**config.mk**
```make
export PLATFORM = sky130hd
export DESIGN_NAME = iaseq_top
export DESIGN_NICKNAME = d
export VERILOG_FILES = /design/src/logic/iaseq_pkg.sv /design/src/logic/iaseq_top.sv
export SDC_FILE = /design/constraint.sdc
export NUM_CORES = 1
export LEC_CHECK = 0
export BUFFER_PORTS_ARGS = -buffer_cell sky130_fd_sc_hd__buf_2
export CAP_MARGIN = 20
export CELL_PAD_IN_SITES_DETAIL_PLACEMENT = 0
export CELL_PAD_IN_SITES_GLOBAL_PLACEMENT = 1
export CORE_ASPECT_RATIO = 0.7
export CORE_MARGIN = 3
export CORE_UTILIZATION = 42
export DETAILED_ROUTE_END_ITERATION = 6
export HOLD_SLACK_MARGIN = 0.05
export PLACE_DENSITY_LB_ADDON = 0.08
export SKIP_LAST_GASP = 1
export SYNTH_ARGS = -nofsm -noshare
export SYNTH_HDL_FRONTEND = slang
export SYNTH_SLANG_ARGS = --single-unit
```
**constraint.sdc**
```tcl
create_clock -name pclk -period 2.33 [get_ports pclk]
set_input_delay 0.466 -clock pclk [delete_from_list [all_inputs] [get_ports pclk]]
set_output_delay 0.466 -clock pclk [all_outputs]
set_load 0.005 [all_outputs]
```
**src/logic/iaseq_pkg.sv**
```systemverilog
// Constants, types and register map of the interrupt accept sequencer
package iaseq_pkg;

    // ==========================================================
    // Timing
    localparam real INSTR_TIME_US = 1.78;
    localparam real CLK_MHZ       = 100.0;
    localparam int  ICYC_CYCLES   = $rtoi(INSTR_TIME_US * CLK_MHZ + 0.5);
    localparam int  ICYC_CNT_W    = 8;
    localparam logic [ICYC_CNT_W-1:0] ICYC_LAST = ICYC_CNT_W'(ICYC_CYCLES - 1);

    // ==========================================================
    // Sizes
    localparam int NSRC      = 12;
    localparam int SRC_IDX_W = 4;
    localparam int PC_W      = 14;
    localparam int CTX_W     = 16;
    localparam int SP_W      = 3;
    localparam int ASTK_N    = 8;
    localparam int ISTK_N    = 4;
    localparam int ISTK_D_W  = 3;

    // ==========================================================
    // Reset values
    localparam logic [SP_W-1:0] SP_RST     = 3'h7;
    localparam logic [NSRC-1:0] SRC_EN_RST = 12'h000;

    // ==========================================================
    // Context fields: bank in [3:0], index in [11:4]
    localparam logic [CTX_W-1:0] CTX_ALL_MASK = 16'hFFFF;
    localparam logic [CTX_W-1:0] CTX_RET_MASK = 16'hF000;

    // Default vector table, source 0 in the low slice
    localparam logic [NSRC*PC_W-1:0] VEC_DEFAULT = {
        14'h002C, 14'h0028, 14'h0024, 14'h0020, 14'h001C, 14'h0018,
        14'h0014, 14'h0010, 14'h000C, 14'h0008, 14'h0004, 14'h0001};

    // ==========================================================
    // APB map
    localparam int ADDR_W = 8;
    localparam logic [ADDR_W-1:0] REG_SRC_ENABLE = 8'h00;
    localparam logic [ADDR_W-1:0] REG_REQ_FLAGS  = 8'h04;
    localparam logic [ADDR_W-1:0] REG_STATUS     = 8'h08;
    localparam int ST_GIE_BIT    = 0;
    localparam int ST_ICYC_BIT   = 1;
    localparam int ST_SP_LSB     = 4;
    localparam int ST_IDEPTH_LSB = 8;
    localparam int ST_WIN_LSB    = 12;

    // ==========================================================
    // Instruction finishing at each boundary
    typedef enum logic [3:0] {
        OP_NORMAL,
        OP_EI,
        OP_DI,
        OP_MOVT1,
        OP_SKIP,
        OP_IRQ_RETURN_INSTR,
        OP_RET,
        OP_SUBROUTINE_RETURN_SKIP_INSTR,
        OP_STOP
    } iaseq_op_t;

endpackage

```
**src/logic/iaseq_top.sv**
```systemverilog
// Interrupt accept sequencer: request flags, priority chain, entry and return
//
// Local design decisions: the register offsets and the APB interface to the registers.
`timescale 1ns/1ps
module iaseq_top
    import iaseq_pkg::*;
#(
    parameter logic [NSRC*PC_W-1:0] VECTORS = VEC_DEFAULT
) (
    input  wire logic              pclk,
    input  wire logic              presetn,
    input  wire logic              psel,
    input  wire logic              penable,
    input  wire logic              pwrite,
    input  wire logic [ADDR_W-1:0] paddr,
    input  wire logic [31:0]       pwdata,
    output logic      [31:0]       prdata,
    output logic                   pready,
    output logic                   pslverr,
    input  wire logic [NSRC-1:0]   src_event,
    input  wire logic              pin_reset,
    input  wire logic              wdt_reset,
    input  wire logic              stack_fault_reset,
    input  wire logic              ce_reset,
    input  wire iaseq_op_t         instr_op,
    input  wire logic [PC_W-1:0]   next_pc,
    input  wire logic [CTX_W-1:0]  sys_ctx,
    output logic                   instr_tick,
    output logic                   irq_cycle,
    output logic                   global_irq_enable_ff,
    output logic                   pc_load,
    output logic      [PC_W-1:0]   pc_value,
    output logic                   ctx_load,
    output logic      [CTX_W-1:0]  ctx_value,
    output logic      [CTX_W-1:0]  ctx_mask,
    output logic      [SP_W-1:0]   stack_ptr
);

    // ==========================================================
    // Helpers
    function automatic logic [SRC_IDX_W-1:0] chain_winner(input logic [NSRC-1:0] act);
        logic [SRC_IDX_W-1:0] w;
        w = '0;
        for (int i = NSRC - 1; i >= 0; i--) begin
            if (act[i]) begin
                w = SRC_IDX_W'(i);
            end
        end
        return w;
    endfunction

    function automatic logic [PC_W-1:0] vector_of(input logic [SRC_IDX_W-1:0] idx);
        return VECTORS[idx*PC_W +: PC_W];
    endfunction

    // ==========================================================
    // State
    logic [ICYC_CNT_W-1:0] cyc_cnt_r;
    logic                  tick_r;
    logic                  gie_r;
    logic                  icyc_r;
    logic [NSRC-1:0]       req_flag_r;
    logic [NSRC-1:0]       src_en_r;
    logic [SRC_IDX_W-1:0]  win_idx_r;
    logic [PC_W-1:0]       saved_pc_r;
    logic [CTX_W-1:0]      saved_ctx_r;
    logic [SP_W-1:0]       sp_r;
    logic [PC_W-1:0]       astk_r [ASTK_N];
    logic [CTX_W-1:0]      istk_r [ISTK_N];
    logic [ISTK_D_W-1:0]   idepth_r;
    logic                  pc_load_r;
    logic [PC_W-1:0]       pc_value_r;
    logic                  ctx_load_r;
    logic [CTX_W-1:0]      ctx_value_r;
    logic [CTX_W-1:0]      ctx_mask_r;
    logic [31:0]           prdata_r;
    logic                  pready_r;
    logic                  pslverr_r;

    logic                  any_sys_rst;
    logic                  boundary;
    logic [NSRC-1:0]       pend_w;
    logic [SRC_IDX_W-1:0]  win_w;
    logic                  gie_eff;
    logic                  defer_w;
    logic                  accept_now;
    logic                  entry_done;
    logic                  is_ret;
    logic                  wr_en;
    logic [NSRC-1:0]       flag_w1c;
    logic [SP_W-1:0]       sp_dec;
    logic [PC_W-1:0]       top_pc_w;

    assign any_sys_rst = pin_reset | wdt_reset | stack_fault_reset | ce_reset;
    assign boundary    = tick_r & ~icyc_r;
    assign pend_w      = req_flag_r & src_en_r;
    assign win_w       = chain_winner(pend_w);
    assign gie_eff     = gie_r & (instr_op != OP_DI);
    // Table read first half and taken skip hold acceptance one more cycle
    assign defer_w     = (instr_op == OP_MOVT1) | (instr_op == OP_SKIP);
    assign is_ret      = (instr_op == OP_IRQ_RETURN_INSTR) | (instr_op == OP_RET) |
                         (instr_op == OP_SUBROUTINE_RETURN_SKIP_INSTR);
    // Returns also defer: pop and push in one boundary would race the pointer
    assign accept_now  = boundary & gie_eff & (|pend_w) & ~defer_w & ~is_ret &
                         ~any_sys_rst;
    assign entry_done  = tick_r & icyc_r;
    assign sp_dec      = sp_r - SP_W'(1);
    assign top_pc_w    = astk_r[sp_r];
    assign wr_en       = psel & penable & pready_r & pwrite;
    assign flag_w1c    = (wr_en && paddr == REG_REQ_FLAGS) ? pwdata[NSRC-1:0] : '0;

    // ==========================================================
    // Instruction cycle divider
    always_ff @(posedge pclk or negedge presetn) begin
        if (!presetn) begin
            cyc_cnt_r <= '0;
            tick_r    <= 1'b0;
        end else begin
            tick_r <= (cyc_cnt_r == ICYC_LAST);
            if (cyc_cnt_r == ICYC_LAST) begin
                cyc_cnt_r <= '0;
            end else begin
                cyc_cnt_r <= cyc_cnt_r + ICYC_CNT_W'(1);
            end
        end
    end

    // ==========================================================
    // Global enable
    always_ff @(posedge pclk or negedge presetn) begin
        if (!presetn) begin
            gie_r <= 1'b0;
        end else if (any_sys_rst) begin
            gie_r <= 1'b0;
        end else if (accept_now) begin
            gie_r <= 1'b0;
        end else if (boundary && instr_op == OP_DI) begin
            gie_r <= 1'b0;
        end else if (boundary && instr_op == OP_EI) begin
            // Becomes visible for the following instruction only
            gie_r <= 1'b1;
        end
    end

    // ==========================================================
    // Request flags: a new event beats any clear in the same cycle
    always_ff @(posedge pclk or negedge presetn) begin
        if (!presetn) begin
            req_flag_r <= '0;
        end else begin
            for (int i = 0; i < NSRC; i++) begin
                if (src_event[i]) begin
                    req_flag_r[i] <= 1'b1;
                end else if (flag_w1c[i] || (accept_now && win_w == SRC_IDX_W'(i))) begin
                    req_flag_r[i] <= 1'b0;
                end
            end
        end
    end

    // ==========================================================
    // Interrupt cycle and captured entry data
    always_ff @(posedge pclk or negedge presetn) begin
        if (!presetn) begin
            icyc_r      <= 1'b0;
            win_idx_r   <= '0;
            saved_pc_r  <= '0;
            saved_ctx_r <= '0;
        end else if (accept_now) begin
            icyc_r      <= 1'b1;
            win_idx_r   <= win_w;
            saved_pc_r  <= next_pc;
            saved_ctx_r <= sys_ctx;
        end else if (entry_done) begin
            icyc_r <= 1'b0;
        end
    end

    // ==========================================================
    // Address stack and pointer
    always_ff @(posedge pclk or negedge presetn) begin
        if (!presetn) begin
            sp_r <= SP_RST;
            for (int i = 0; i < ASTK_N; i++) begin
                astk_r[i] <= '0;
            end
        end else if (entry_done) begin
            sp_r         <= sp_dec;
            astk_r[sp_dec] <= saved_pc_r;
        end else if (boundary && is_ret) begin
            sp_r <= sp_r + SP_W'(1);
        end
    end

    // ==========================================================
    // Context stack: four levels, oldest falls off the bottom
    always_ff @(posedge pclk or negedge presetn) begin
        if (!presetn) begin
            idepth_r <= '0;
            for (int i = 0; i < ISTK_N; i++) begin
                istk_r[i] <= '0;
            end
        end else if (entry_done) begin
            istk_r[0] <= saved_ctx_r;
            for (int i = 1; i < ISTK_N; i++) begin
                istk_r[i] <= istk_r[i-1];
            end
            if (idepth_r != ISTK_D_W'(ISTK_N)) begin
                idepth_r <= idepth_r + ISTK_D_W'(1);
            end
        end else if (boundary && instr_op == OP_IRQ_RETURN_INSTR) begin
            for (int i = 0; i < ISTK_N - 1; i++) begin
                istk_r[i] <= istk_r[i+1];
            end
            istk_r[ISTK_N-1] <= '0;
            if (idepth_r != '0) begin
                idepth_r <= idepth_r - ISTK_D_W'(1);
            end
        end
    end

    // ==========================================================
    // Sequencer outputs
    always_ff @(posedge pclk or negedge presetn) begin
        if (!presetn) begin
            pc_load_r   <= 1'b0;
            pc_value_r  <= '0;
            ctx_load_r  <= 1'b0;
            ctx_value_r <= '0;
            ctx_mask_r  <= '0;
        end else begin
            pc_load_r  <= 1'b0;
            ctx_load_r <= 1'b0;
            if (entry_done) begin
                pc_load_r  <= 1'b1;
                pc_value_r <= vector_of(win_idx_r);
            end else if (boundary && is_ret) begin
                pc_load_r   <= 1'b1;
                pc_value_r  <= top_pc_w;
                ctx_load_r  <= 1'b1;
                ctx_value_r <= istk_r[0];
                // Subroutine returns keep the current bank and index
                ctx_mask_r  <= (instr_op == OP_IRQ_RETURN_INSTR) ? CTX_ALL_MASK
                                                     : CTX_RET_MASK;
            end
        end
    end

    // ==========================================================
    // APB slave, zero wait states, answer registered in setup phase
    always_ff @(posedge pclk or negedge presetn) begin
        if (!presetn) begin
            src_en_r <= SRC_EN_RST;
        end else if (wr_en && paddr == REG_SRC_ENABLE) begin
            src_en_r <= pwdata[NSRC-1:0];
        end
    end

    always_ff @(posedge pclk or negedge presetn) begin
        if (!presetn) begin
            pready_r  <= 1'b0;
            pslverr_r <= 1'b0;
            prdata_r  <= '0;
        end else begin
            pready_r  <= psel & ~penable;
            pslverr_r <= 1'b0;
            prdata_r  <= '0;
            if (psel && !penable) begin
                case (paddr)
                    REG_SRC_ENABLE: prdata_r <= 32'(src_en_r);
                    REG_REQ_FLAGS:  prdata_r <= 32'(req_flag_r);
                    REG_STATUS: begin
                        prdata_r[ST_GIE_BIT]                        <= gie_r;
                        prdata_r[ST_ICYC_BIT]                       <= icyc_r;
                        prdata_r[ST_SP_LSB +: SP_W]                 <= sp_r;
                        prdata_r[ST_IDEPTH_LSB +: ISTK_D_W]         <= idepth_r;
                        prdata_r[ST_WIN_LSB +: SRC_IDX_W]           <= win_idx_r;
                    end
                    default:        pslverr_r <= 1'b1;
                endcase
            end
        end
    end

    assign prdata               = prdata_r;
    assign pready               = pready_r;
    assign pslverr              = pslverr_r;
    assign instr_tick           = tick_r;
    assign irq_cycle            = icyc_r;
    assign global_irq_enable_ff = gie_r;
    assign pc_load              = pc_load_r;
    assign pc_value             = pc_value_r;
    assign ctx_load             = ctx_load_r;
    assign ctx_value            = ctx_value_r;
    assign ctx_mask             = ctx_mask_r;
    assign stack_ptr            = sp_r;
endmodule

```
==> metrics.cfg, run 1 <==
[routing]
wl_per_cell_um=18.8
drc=0
ant_nets=0
drt_first_iter_violations=547
drt-total-wl_um=32000
drtPass1Iterations=5
via_per_inst=5.17
vias=8785

[die]
core_sq_mm=0.0315
die-area_sq_mm=0.0345
num_io_pins=183
num_rows=54
die_x_um=221
die_h_um=156
start_util=0.431

[grt]
grt_usage=0.190
grt_start_max_net_pins=123
grt_pass1_vias=9019
grt-ovfl-total=0
antenna_found_initial=0
grt_pass1_wl_um=51800

[timing]
finalSetupTns_ns=0
maxSlewHeadroom=0.601
hold_viol_final=0
setup_viol=0
worst_pin_slew_ns=0.599
max_freq_mhz=444
post-route-period-util=0.967
slew_viol_final=0
rsz0062_at_grt=false
finalCriticalPeriod_ns=2.25
fin_worst_skew_ns=0.0126
fin_ws_ns=0.0765

[yosys]
yosysWarningCount=0
ys_ff_latch=303
synth_cell_types=66
seq_area_frac_synth=0.559
synth_edf_count=0
synth_area_sq_mm=0.0136
synthCells=1099
synthArstFlopShare=1.00
synth-main-ff-cell=dfrtp_1
avgSynthCellArea_sq_um=12.3

[power]
total_power_mw=10.6
power.density_mw_per_mm2=661
irDropWorstVdd_mv=0.450
leakagePower_nw=7.78

[layout]
drive_gt1_frac=0.351
multi_input_area_sq_mm=0.00553
nets=1354
syn_to_final_growth_pct=18.5
nFillCells=2814
seq_area_sq_mm=0.00759
finalInstanceArea_sq_mm=0.0161
diodes=0
instances_no_fill=1698

[placed_design]
dp_hpwl_um=21800
pre_cts_slack_ns=0.0614
gp_congestion=0.787
port_buffers=146
dpl.cell_count=1641
place_area_sq_mm=0.0150

[clocking]
cts_root_buffer=clkbuf_16
clkTransAtPathRegs_ns=0.06
cts_sinks=303
h-tree-depth=1
cts_tree=done
cts_made_buffers=30
clock_latency_ns=0.58
clk_path_buf_depth=3

[status]
status=finished, final reports clean

[setup_path]
crit_path_end_kind=primary output
path_class=register to primary output
crit_arrival_ns=1.79
crit_fanout=32
ff2ff_path_depth=6
required_ns=1.86
cp-start-kind=register

[hold_path]
whs_path_depth=2
hp-class=input pin to register

[flow_run]
drv_cap=0

==> metrics by stage <==
stage | hold WS [ns] | util
after floorplan | 0.170 | -
after global placement | 0.455 | 0.476
after detailed placement | 0.463 | 0.476
after CTS | 0.0625 | 0.510
after global routing | 0.0694 | 0.510
final | 0.0917 | 0.510
==> routing by layer <==
layer  up-vias  wire, um  track usage  share of wire
met5         -         0            0              0
met4         0       576       0.0377          0.018
met3        42      1160       0.0289          0.036
met2       137     13900        0.281           0.44
met1      4451     16300        0.299           0.51
li1       4155         -            -              -
==> registers in the layout, summed over array words and instances (netlist names), 14 cells and up <==
signal       cells
prdata          16
astk_r         112
saved_pc_r      14
saved_ctx_r     16
istk_r          64
ctx_value       16
pc_value        14
==> worst paths after layout <==
| kind | slack [ns] | end | from |
|---|---|---|---|
| max | 0.08 | stack_ptr[1] | stack_ptr[1]$_DFFE_PN1P_ |
| min | 0.09 | req_flag_r[0]$_DFFE_PN0P_ | src_event[0] |
| max reg2reg | 0.14 | astk_r[80]$_DFFE_PN0P_ | stack_ptr[0]$_DFFE_PN1P_ |
| min reg2reg | 0.47 | istk_r[54]$_DFFE_PN0P_ | saved_ctx_r[6]$_DFFE_PN0P_ |
| max in group asynchronous | 1.14 | astk_r[105]$_DFFE_PN0P_ | presetn |
| min in group asynchronous | 0.43 | pslverr$_DFF_PN0_ | presetn |
==> where the power goes <==
| group | total, mW | leakage (nW) | internal [mW] | switching (mW) |
|---|---|---|---|---|
| combinational | 0.275 | 3.48 | 0.0931 | 0.182 |
| clock | 5.08 | 0.524 | 3.00 | 2.09 |
| sequential | 5.27 | 3.77 | 5.26 | 0.00198 |
| total | 10.6 | 7.78 | 8.35 | 2.27 |
==> area by class of cell <==
type | instances | area share
clock buffer | 42 | 0.0551
clock inverter | 14 | 0.0111
inverter | 11 | 0.00257
multi-input combinational | 712 | 0.344
sequential | 303 | 0.472
tap | 420 | 0.0327
timing repair buffer | 196 | 0.0821
==> timing repair <==
action,CTS,global route
hold buffers,1,0
hold endpoints to repair,55,0
endpoints found under the setup margin,0,24
gates resized for setup,0,2
setup buffers,0,0
==> cells by family (layout without fill, tap and decap cells) <==
logic type | Yosys count | after routing | synth area share
flip-flops | 303 | 303 | 0.559
AND/OR/NAND/NOR | 290 | 290 | 0.0962
multiplexers | 256 | 256 | 0.232
AO/OA/AOI/OAI | 133 | 133 | 0.0590
buffers and inverters | 99 | 263 | 0.0403
XOR/XNOR | 12 | 12 | 0.00775
adder cells (fa/ha/maj) | 5 | 5 | 0.00517
other | 1 | 16 | 0.000277
==> critical path: stages (launching register included) <==
cell and delay [ns]:
dfstp_2 0.53, buf_4 0.45, buf_2 0.23
==> cells in the mapped netlist, drive strengths merged, types with 2 or more instances <==
master	number	area [sq um]
dfrtp	300	7510
nand2	165	619
mux2	155	1780
o21ai	75	375
mux2i	73	731
buf	65	419
nand3	37	185
nor2	37	144
mux4	28	631
clkbuf	23	86.3
a21oi	17	85.1
nor3	12	60.1
inv	10	37.5
a22oi	8	60.1
and2	8	50.1
a31o	6	52.6
xnor2	6	52.6
xor2	6	52.6
a31oi	4	25.0
ha	4	50.1
nor2b	4	25.0
dfstp	3	78.8
nand3b	3	22.5
nand4	3	18.8
nor3b	3	22.5
nor4	3	33.8
o211ai	3	22.5
a211oi	2	15.0
a21boi	2	15.0
a22o	2	17.5
nand2b	2	12.5
o21bai	2	15.0
o22ai	2	12.5
or2	2	12.5
or4	2	18.8
==> placed cells by master (no fill, tap or decap), types with 4 or more instances in the layout <==
| cell | n |
|---|---|
| buf_12 | 16 |
| clkbuf_8 | 9 |
| a21oi_1 | 17 |
| nand2_1 | 165 |
| nand3_1 | 37 |
| o21ai_0 | 74 |
| conb_1 | 16 |
| xnor2_1 | 5 |
| and2_1 | 7 |
| ha_1 | 4 |
| buf_4 | 33 |
| buf_2 | 145 |
| xor2_1 | 5 |
| a31oi_1 | 4 |
| nor3_1 | 10 |
| mux2_4 | 10 |
| mux4_2 | 28 |
| nor2_1 | 35 |
| mux2i_1 | 73 |
| mux2_2 | 143 |
| dfrtp_1 | 300 |
| clkbuf_16 | 30 |
| a31o_1 | 6 |
| inv_1 | 9 |
| clkinv_2 | 7 |
| a22oi_1 | 8 |
| nor2b_1 | 4 |
No activity file was read; power rests on OpenSTA's default activity.
==> inputs of run 2 (changes only) <==
ABC_AREA = 1   (was unset)
CORE_UTILIZATION = 40   (was 42)
==> metrics.cfg, run 2 <==
[status]
status=finished, final reports clean

[timing]
post-route-period-util=0.908
finalCriticalPeriod_ns=2.11
hold_ws_ns=0.133
setup_viol=0
worst_pin_slew_ns=0.685
slew_viol_final=0
max_freq_mhz=473
fin_worst_skew_ns=0.0150
maxSlewHeadroom=0.539
finalSetupTns_ns=0
rsz0062_at_grt=true
hold_viol_final=0

[yosys]
synthCells=1521
synth.area.mux_share=0.00165
yosys.area.top_type=dfrtp_1
synth_cell_types=45
ys_top_cells_by_area=dfrtp_1 55%, o21ai_0 10%, nand2_1 8.3%
synth_area_sq_mm=0.0136
synth_fa_ha_area_frac=0.00514
yosys.area_share.simple=0.166
avgSynthCellArea_sq_um=8.97
synth_top_area_share=0.551
synth_top_family_by_area=compound AO/OA/AOI/OAI gates
synth_common_cells=302 x nand2_1, 300 x dfrtp_1, 273 x o21ai_0
synth_xor_area_frac=0.00514
ys_ff_latch=303
yosysWarningCount=0
seq_area_frac_synth=0.556
synthArstFlopShare=1.00
yosysMostFrequentCell=nand2_1
synth-compound-area-share=0.178
synth_edf_count=0
synth-main-ff-cell=dfrtp_1

[routing]
vias=10500
drt_first_iter_violations=711
wl_per_cell_um=16.9
drt-total-wl_um=35400
drc=0
drtPass1Iterations=5
ant_nets=0
via_per_inst=5.04

[setup_path]
cp-start-kind=register
slowest_stage=dfstp_2
crit_arrival_ns=2.47
required_ns=2.69
ff2ff_path_depth=6
crit_path_end_kind=register
path_class=register to register
crit_path_max_incr_delay_ns=0.55
crit_chain=inv_1, buf_4, nor2_2, nand2_2, nand2_1, o21ai_0
crit_fanout=35

[die]
die-area_sq_mm=0.0364
core_sq_mm=0.0330
die_x_um=227
num_io_pins=183
start_util=0.414
num_rows=55
die_h_um=160

[grt]
grt_pass1_vias=10200
grt_start_max_net_pins=67
antenna_found_initial=1
grt_usage=0.199
grt_pass1_wl_um=57500
grt-ovfl-total=0

[layout]
drive_gt1_frac=0.198
nFillCells=3261
diodes=0
largest_reg_flops=112
largest_register=astk_r
nets=1744
final_cell_mix=302 x nand2_1, 300 x dfrtp_1, 273 x o21ai_0
syn_to_final_growth_pct=16.6
reg_top3=astk_r: 112 flops, istk_r: 64 flops
layout_commonest_cell=nand2_1

[placed_design]
port_buffers=146
dp_hpwl_um=23100
gp_congestion=0.808

[clocking]
clkTransAtPathRegs_ns=0.06
clk_path_buf_depth=3
cts_made_buffers=34
post_cts_buffers=0
clock_latency_ns=0.52
cts_tree=done
h-tree-depth=2
cts_sinks=303
cts_root_buffer=clkbuf_16

[hold_path]
hp-class=input pin to register
whs_path_depth=3

[power]
leakagePower_nw=7.56
power.density_mw_per_mm2=689
total_power_mw=11.0
irDropWorstVdd_mv=0.362

[flow_run]
drv_cap=0

-- run 2: cell types whose count changed in the layout (fill, tap and decap cells not counted), sizes merged, moves of 71 or more --
cell / delta
inv: +137
mux2: -153
mux2i: -73
nand2: +183
nor2: +71
o21ai: +236
-- run 2: worst max-delay path, delay by kind of cell (launching register included) --
| kind | cells | cell delay, ns |
|---|---|---|
| simple gates | 3 | 0.97 |
| compound gates | 1 | 0.10 |
| buf+inv | 2 | 0.33 |
| flops | 1 | 0.55 |
-- run 2: metrics by stage --
stage                util  std cells  setup slack [ns]  instance area [sq um]
finish              0.482       2092             0.215                  15900
floorplan               -       1536             0.133                  13700
detailed placement  0.448       2034             0.184                  14800
CTS                 0.482       2092             0.194                  15900
global placement    0.448       2034             0.248                  14800
global route        0.482       2092           -0.0136                  15900
-- run 2: cell type report --
class | instances | area [sq um] | area share
Sequential cell | 303 | 7590 | 0.477
Multi-Input combinational cell | 974 | 4920 | 0.310
Timing Repair Buffer | 181 | 1180 | 0.0743
Clock buffer | 49 | 1020 | 0.0642
Inverter | 150 | 563 | 0.0354
Tap cell | 427 | 534 | 0.0336
Clock inverter | 8 | 93.8 | 0.00590
-- run 2: worst paths after layout --
check	from	endpoint	slack, ns
worst max-delay path	stack_ptr[0]$_DFFE_PN1P_	astk_r[25]$_DFFE_PN0P_	0.22
worst min-delay path	src_event[3]	req_flag_r[3]$_DFFE_PN0P_	0.13
worst max register to register	stack_ptr[0]$_DFFE_PN1P_	astk_r[25]$_DFFE_PN0P_	0.22
worst min register to register	ctx_value[6]$_DFFE_PN0P_	ctx_value[6]$_DFFE_PN0P_	0.48
max in group asynchronous	presetn	stack_ptr[0]$_DFFE_PN1P_	1.06
min in group asynchronous	presetn	ctx_value[5]$_DFFE_PN0P_	0.47
-- run 2: power breakdown --
| group | switching, mW | internal (mW) | total, mW |
|---|---|---|---|
| Sequential | 0.0102 | 5.28 | 5.29 |
| Combinational | 0.191 | 0.0950 | 0.286 |
| Clock | 2.13 | 3.26 | 5.38 |
-- run 2: kinds of logic (layout without fill, tap and decap cells) --
group,count (synthesis),in the layout
muxes,2,2
buffers and inverters,259,388
adders and majority gates,5,5
xor gates and xnor gates,8,8
and+or+nand+nor,526,526
AOI/OAI and AO/OA,417,417
other,1,16
DFF,303,303
-- run 2: repair_timing --
action                                  CTS  global route
hold buffers                              1             0
resized for setup                         0             2
hold endpoints to repair                 45             0
endpoints found under the setup margin    0            18
-- run 2: layer usage --
layer | part of all wire | global-route usage
met3 | 0.049 | 0.0353
met4 | 0.015 | 0.0422
met5 | 0.00020 | 0
met2 | 0.42 | 0.289
met1 | 0.51 | 0.309
